<file path="config.mk">
export PLATFORM = sky130hd
export DESIGN_NAME = awd_window_detector
export DESIGN_NICKNAME = d
export VERILOG_FILES = /design/src/rtl/awd_pkg.sv /design/src/rtl/awd_limit_regs.sv /design/src/rtl/awd_window_detector.sv
export VERILOG_INCLUDE_DIRS = /design/src /design/src/rtl
export SDC_FILE = /design/constraint.sdc
export NUM_CORES = 1
export LEC_CHECK = 0
export CORE_ASPECT_RATIO = 0.8
export CORE_UTILIZATION = 60
export CTS_BUF_LIST = sky130_fd_sc_hd__clkbuf_4
export DETAILED_ROUTE_END_ITERATION = 7
export DONT_BUFFER_PORTS = 1
export PLACE_DENSITY = 0.74
export SLEW_MARGIN = 20
export SYNTH_ARGS = -nofsm -noshare
export SYNTH_HDL_FRONTEND = slang
export SYNTH_HIERARCHICAL = 1
export SYNTH_SLANG_ARGS = --single-unit
</file>
<file path="constraint.sdc">
create_clock -name clk -period 4.35 [get_ports clk]
set_input_delay 0.87 -clock clk [delete_from_list [all_inputs] [get_ports clk]]
set_output_delay 0.87 -clock clk [all_outputs]
set_load 0.005 [all_outputs]
</file>
<file path="src/rtl/awd_defines.svh">
// Purpose: Constants for the converter window detector.
// Assumes: Byte-wide register port, 16-bit result word.
// Notes: Offsets index the local register port.
`ifndef AWD_DEFINES_SVH
`define AWD_DEFINES_SVH
`define AWD_OFS_UPPER_HIGH 2'h0
`define AWD_OFS_UPPER_LOW 2'h1
`define AWD_OFS_LOWER_HIGH 2'h2
`define AWD_OFS_LOWER_LOW 2'h3
`define AWD_UPPER_RESET 8'h00
`define AWD_LOWER_RESET 8'hff
`define AWD_SIGN_RIGHT 9
`define AWD_SIGN_LEFT 15
`endif

</file>
<file path="src/rtl/awd_pkg.sv">
// Purpose: Types for the converter window detector.
// Assumes: Nothing beyond the defines header.
// Notes: One-hot compare sequencer states.
package awd_pkg;
	typedef enum logic [1:0] {
		AWD_IDLE = 2'b01,
		AWD_EVAL = 2'b10
	} awd_state_t;
endpackage : awd_pkg

</file>
<file path="src/rtl/awd_limit_regs.sv">
// Purpose: Four byte-wide limit registers with registered read data.
// Assumes: Synchronous write and read strobes.
// Notes: Lower limit resets to all ones, upper limit to zero.
`timescale 1ns/1ps
`include "awd_defines.svh"
module awd_limit_regs (
	input wire logic clk,
	input wire logic srst,
	input wire logic wrEn,
	input wire logic rdEn,
	input wire logic [1:0] addr,
	input wire logic [7:0] wrData,
	output logic [7:0] rdData,
	output logic [15:0] upperWord,
	output logic [15:0] lowerWord
);
	logic [7:0] regs [4];
	genvar i;
	generate
		for (i = 0; i < 4; i++) begin : g_reg
			always_ff @(posedge clk) begin
				if (srst) begin
					regs[i] <= (i < 2) ? `AWD_UPPER_RESET : `AWD_LOWER_RESET;
				end else if (wrEn && addr == 2'(i)) begin
					regs[i] <= wrData;
				end
			end
		end
	endgenerate
	always_ff @(posedge clk) begin
		if (srst) begin
			rdData <= 8'h00;
		end else if (rdEn) begin
			rdData <= regs[addr];
		end
	end
	assign upperWord = {regs[`AWD_OFS_UPPER_HIGH], regs[`AWD_OFS_UPPER_LOW]};
	assign lowerWord = {regs[`AWD_OFS_LOWER_HIGH], regs[`AWD_OFS_LOWER_LOW]};
endmodule : awd_limit_regs

</file>
<file path="src/rtl/awd_window_detector.sv">
// Purpose: Compare each new conversion word against two limit words.
// Assumes: resultValid pulses once per finished conversion.
// Notes: Flag is sticky; hardware set wins over software clear.
// Contract
// Single-ended results and limits compare as unsigned values.
// Inside window flags only strictly between lower and upper limit.
// Outside window flags strictly below upper or above lower limit.
// Differential results compare as two's complement signed values.
// Differential limit 0xFFFF means minus one in inside window.
// Differential outside window uses signed ordering too.
// Left-justified words compare with limits in same justification.
// Every new result is compared without processor help.
// Flag drives an interrupt line and is readable by polling.
// Upper above lower selects inside, otherwise outside detection.
`timescale 1ns/1ps
`include "awd_defines.svh"
module awd_window_detector (
	input wire logic clk,
	input wire logic srst,
	input wire logic regWrEn,
	input wire logic regRdEn,
	input wire logic [1:0] regAddr,
	input wire logic [7:0] regWrData,
	output logic [7:0] regRdData,
	input wire logic [15:0] resultWord,
	input wire logic resultValid,
	input wire logic differentialMode,
	input wire logic leftJustified,
	input wire logic flagClear,
	output logic windowMatchFlag,
	output logic windowIrq
);
	logic [15:0] upperWord;
	logic [15:0] lowerWord;
	logic [15:0] heldResult;
	logic [16:0] resX;
	logic [16:0] upX;
	logic [16:0] loX;
	logic aboveLower;
	logic belowUpper;
	logic insideMode;
	logic hit;
	awd_pkg::awd_state_t state;
	awd_pkg::awd_state_t next_state;

	awd_limit_regs u_regs (
		.clk(clk),
		.srst(srst),
		.wrEn(regWrEn),
		.rdEn(regRdEn),
		.addr(regAddr),
		.wrData(regWrData),
		.rdData(regRdData),
		.upperWord(upperWord),
		.lowerWord(lowerWord)
	);

	// Sign extension to 17 bits lets one signed compare serve all modes;
	// right-justified words carry sign at bit 9, left at bit 15.
	function automatic logic [16:0] awd_ext(input logic [15:0] w,
			input logic diff, input logic left);
		logic s;
		s = 1'b0;
		if (diff) begin
			s = left ? w[`AWD_SIGN_LEFT] : w[`AWD_SIGN_RIGHT];
		end
		if (!left && diff) begin
			awd_ext = {{7{s}}, w[9:0]};
		end else begin
			awd_ext = {s, w};
		end
	endfunction : awd_ext

	always_comb begin
		resX = awd_ext(heldResult, differentialMode, leftJustified);
		upX = awd_ext(upperWord, differentialMode, leftJustified);
		loX = awd_ext(lowerWord, differentialMode, leftJustified);
		aboveLower = $signed(resX) > $signed(loX);
		belowUpper = $signed(resX) < $signed(upX);
		insideMode = $signed(upX) > $signed(loX);
		if (insideMode) begin
			hit = aboveLower && belowUpper;
		end else begin
			// Strictly outside: below smaller limit or above larger one
			hit = ($signed(resX) < $signed(upX)) ||
				($signed(resX) > $signed(loX));
		end
	end

	always_ff @(posedge clk) begin
		if (srst) begin
			heldResult <= 16'h0000;
		end else if (resultValid) begin
			heldResult <= resultWord;
		end
	end

	always_comb begin
		case (state)
			awd_pkg::AWD_IDLE: next_state = resultValid ?
				awd_pkg::AWD_EVAL : awd_pkg::AWD_IDLE;
			awd_pkg::AWD_EVAL: next_state = resultValid ?
				awd_pkg::AWD_EVAL : awd_pkg::AWD_IDLE;
			default: next_state = awd_pkg::AWD_IDLE;
		endcase
	end

	always_ff @(posedge clk) begin
		if (srst) begin
			state <= awd_pkg::AWD_IDLE;
		end else begin
			state <= next_state;
		end
	end

	always_ff @(posedge clk) begin
		if (srst) begin
			windowMatchFlag <= 1'b0;
		end else if (state == awd_pkg::AWD_EVAL && hit) begin
			windowMatchFlag <= 1'b1;
		end else if (flagClear) begin
			windowMatchFlag <= 1'b0;
		end
	end

	assign windowIrq = windowMatchFlag;
endmodule : awd_window_detector

</file>
==> metrics.yaml <==
run_status:
  status: "completed"
clocking:
  postCtsSetupBuffers: 0
  cts_tree: "done"
  cts_resized: 0
  postCtsHoldBufs: 0
  clk_path_buf_depth: 2
  clockRootBuffer: "clkbuf_4"
  cts.sink_count: 59
  cts_made_buffers: 9
  htree_levels: 3
  clkSlewWorstSetupHoldPaths_ns: 0.11
  clock_latency_ns: 0.40
setup_path:
  crit_family: "compound AO/OA/AOI/OAI gates"
  crit_top_cell: "a21oi_1"
  cp_num_buf_inv: 1
  crit_arrival_ns: 3.26
  cp-start-kind: "input port"
  r2r_slack_ns: 1.50
  path_cells: "nand2b_1 > buf_4 > nor2_1 > a21oi_1 > ha_1 > or3_1 > a221oi_1 > a21oi_1 > o41ai_1 > o21ai_0 > a211oi_2"
  worstPathRequired_ns: 4.68
  reg2reg_to: "windowIrq$_SDFFE_PP0P_"
  end_kind: "flip-flop"
  setup.worst_path.class: "in2reg"
  max_stage_delay_ns: 0.33
  r2r.worst_path.cells: 11
  r2r-start: "u_regs/regs[2][1]$_SDFFCE_PN1P_"
  cp_max_fo: 16
  crit_slowest_cell: "or3_1"
synthesis:
  synth.avg_cell_area_um2: 9.79
  synth_cells: 407
  ys_warn_count: 6
  ys_seq_area_frac: 0.377
  synth.distinct_cells: 67
  netlist_area_mm2: 0.00398
  synth-edff-count: 32
  synth_ff_type: "edfxtp_1"
  syn_nets: 486
  synth-seq-cells: 59
  async_flop_share: 0
timing:
  final.setup.tns_ns: 0
  period_minus_slack_ns: 2.93
  rsz0062_at_grt: "false"
  slew_headroom: 0.635
  max_freq_mhz: 341
  hold_viol_final: 0
  worst_slew_pin_slew_ns: 0.545
  final_max_slew_viol_count: 0
  period_share: 0.675
  finalClockSkew_ns: 0.00688
  setup_viol: 0
pwr:
  power_frac_comb: 0.173
  p_sw_uw: 392
  p_sw_frac: 0.275
  powerDensity_mw_per_mm2: 339
  ir_drop_v: 0.000189
  p_int_mw: 1.03
  clkPwrFrac: 0.357
  p_total_mw: 1.42
  pwr-share-seq: 0.470
  p_leak_nw: 1.85
min_path:
  hold_end: "u_regs/rdData[3]$_SDFFE_PP0P_"
  holdCritPathClass: "reg2reg"
  holdPathStages: 2
  hp-start: "u_regs/rdData[3]$_SDFFE_PP0P_"
placed_design:
  gp_congestion: 0.961
  place_area_mm2: 0.00401
  io_buffers: 0
  dpl.cell_count: 478
  dp_hpwl_um: 7380
drt:
  route.detailed.drc: 0
  num_vias: 3054
  wire_per_inst_um: 19.1
  drtPass1Iterations: 5
  routed_wl_um: 9430
  vias_per_cell: 6.18
  ant_nets: 0
  drt_iter0_drc: 233
die:
  dieWidth_um: 93.1
  rows: 26
  die_y_um: 74.9
  die-area_mm2: 0.00697
  start_util: 0.622
  core_mm2: 0.00641
  num_io_pins: 44
grt:
  grt_usage: 0.289
  grt_pass1_wl_um: 14700
  overflow: 0
  grt_pass1_vias: 2899
  antenna_found_initial: 0
  grt_max_degree: 32
cells_and_area:
  syn_to_final_growth_pct: 5.21
  fin_area_mm2: 0.00419
  stdcell_count: 494
  fillers: 545
  seqCellArea_mm2: 0.00150
  antennaDiodeCount: 0
  fin_util: 0.654
  multi_input_area_mm2: 0.00227
  final_nets: 484
  drive_gt1_frac: 0.117
flow_run:
  cap_violations: 0
==> metal layers <==
| metal | vias to the layer above | GRT usage | part of all wire |
|---|---|---|---|
| met3 | 17 | 0.0778 | 0.089 |
| met4 | 0 | 0.104 | 0.019 |
| li1 | 1474 | - | - |
| met5 | - | 0 | 0 |
| met2 | 125 | 0.440 | 0.43 |
| met1 | 1438 | 0.400 | 0.46 |
==> worst register-to-register path: stages, from the launching register on <==
cell	delay (ns)
edfxtp_1	0.56
inv_2	0.14
nor2_1	0.29
a21oi_1	0.12
ha_1	0.34
a211oi_1	0.30
nand2_1	0.09
a2111oi_0	0.39
nand4_1	0.16
o211ai_2	0.10
o21ai_2	0.07
a211oi_2	0.22
==> sequential cells by signal, indices dropped and copies added (netlist names) <==
signal,count
heldResult,16
state,2
u_regs/rdData,8
u_regs/regs,32
windowIrq,1
==> area by class of cell <==
| class | count | share of cell area |
|---|---|---|
| multi-input cells | 301 | 0.541 |
| clock buffers | 9 | 0.0161 |
| flip-flops and latches | 59 | 0.358 |
| inverters | 33 | 0.0301 |
| clock inverters | 7 | 0.0278 |
| well taps | 84 | 0.0251 |
| repair buffers | 1 | 0.00179 |
==> cell families after synthesis <==
| logic type | Yosys count | synth area share |
|---|---|---|
| xor gates and xnor gates | 2 | 0.00440 |
| adders and majority gates | 46 | 0.144 |
| AOI/OAI and AO/OA | 74 | 0.133 |
| muxes | 29 | 0.0842 |
| DFF | 59 | 0.377 |
| and+or+nand+nor | 150 | 0.203 |
| buffers and inverters | 47 | 0.0540 |
==> synth_stat cells, types with 6 or more instances <==
| library cell | n | area (µm²) |
|---|---|---|
| ha_1 | 45 | 563 |
| nor2_1 | 38 | 143 |
| edfxtp_1 | 32 | 961 |
| nand2_1 | 31 | 116 |
| inv_1 | 30 | 113 |
| dfxtp_1 | 27 | 541 |
| mux2i_1 | 20 | 200 |
| and2_1 | 17 | 106 |
| a21oi_1 | 15 | 75.1 |
| o21ai_0 | 14 | 70.1 |
| nand2b_1 | 13 | 81.3 |
| nand3_1 | 9 | 45.0 |
| or2_1 | 8 | 50.1 |
| clkbuf_1 | 6 | 22.5 |
| nor2b_1 | 6 | 37.5 |
==> through the flow <==
stage,hold WS (ns),setup slack [ns]
2_1_floorplan,0.460,0.826
3_3_place_gp,0.491,1.17
3_5_place_dp,0.498,1.03
4_1_cts,0.491,1.47
5_1_grt,0.491,1.22
6_report,0.509,1.42
==> cell usage in the layout (no fill, tap or decap), drive strengths merged, types with 4 or more instances in the layout <==
cell type	synthesis	routed
a211oi	4	4
mux2	6	6
clkbuf	6	9
nor3	5	5
nand3	9	9
clkinv	0	4
a2111oi	6	6
and3	4	4
ha	45	45
nor2	38	38
a21oi	15	15
o21ai	16	16
dfxtp	27	27
nor2b	7	7
edfxtp	32	32
or2	8	8
nand2	31	31
inv	33	33
mux2i	20	20
a21o	4	4
o2111ai	4	4
or3b	6	6
and2	17	17
a31o	5	5
nand2b	13	13
==> power by group through the flow <==
stage,registers [mW],clock network [mW],logic (mW)
detailed placement,0.680,0,0.240
global route,0.673,0.537,0.276
finish,0.669,0.507,0.246
floorplan,0.662,0,0.206
CTS,0.668,0.518,0.243
global placement,0.680,0,0.229
==> worst max-delay path by stage <==
stage,end,cells past startpoint,from
finish,windowIrq$_SDFFE_PP0P_,11,leftJustified
global route,windowIrq$_SDFFE_PP0P_,11,leftJustified
CTS,windowIrq$_SDFFE_PP0P_,11,leftJustified
detailed placement,windowIrq$_SDFFE_PP0P_,11,leftJustified
global placement,windowIrq$_SDFFE_PP0P_,11,leftJustified
floorplan,windowIrq$_SDFFE_PP0P_,13,leftJustified
Power figures use the tool's default switching activity.
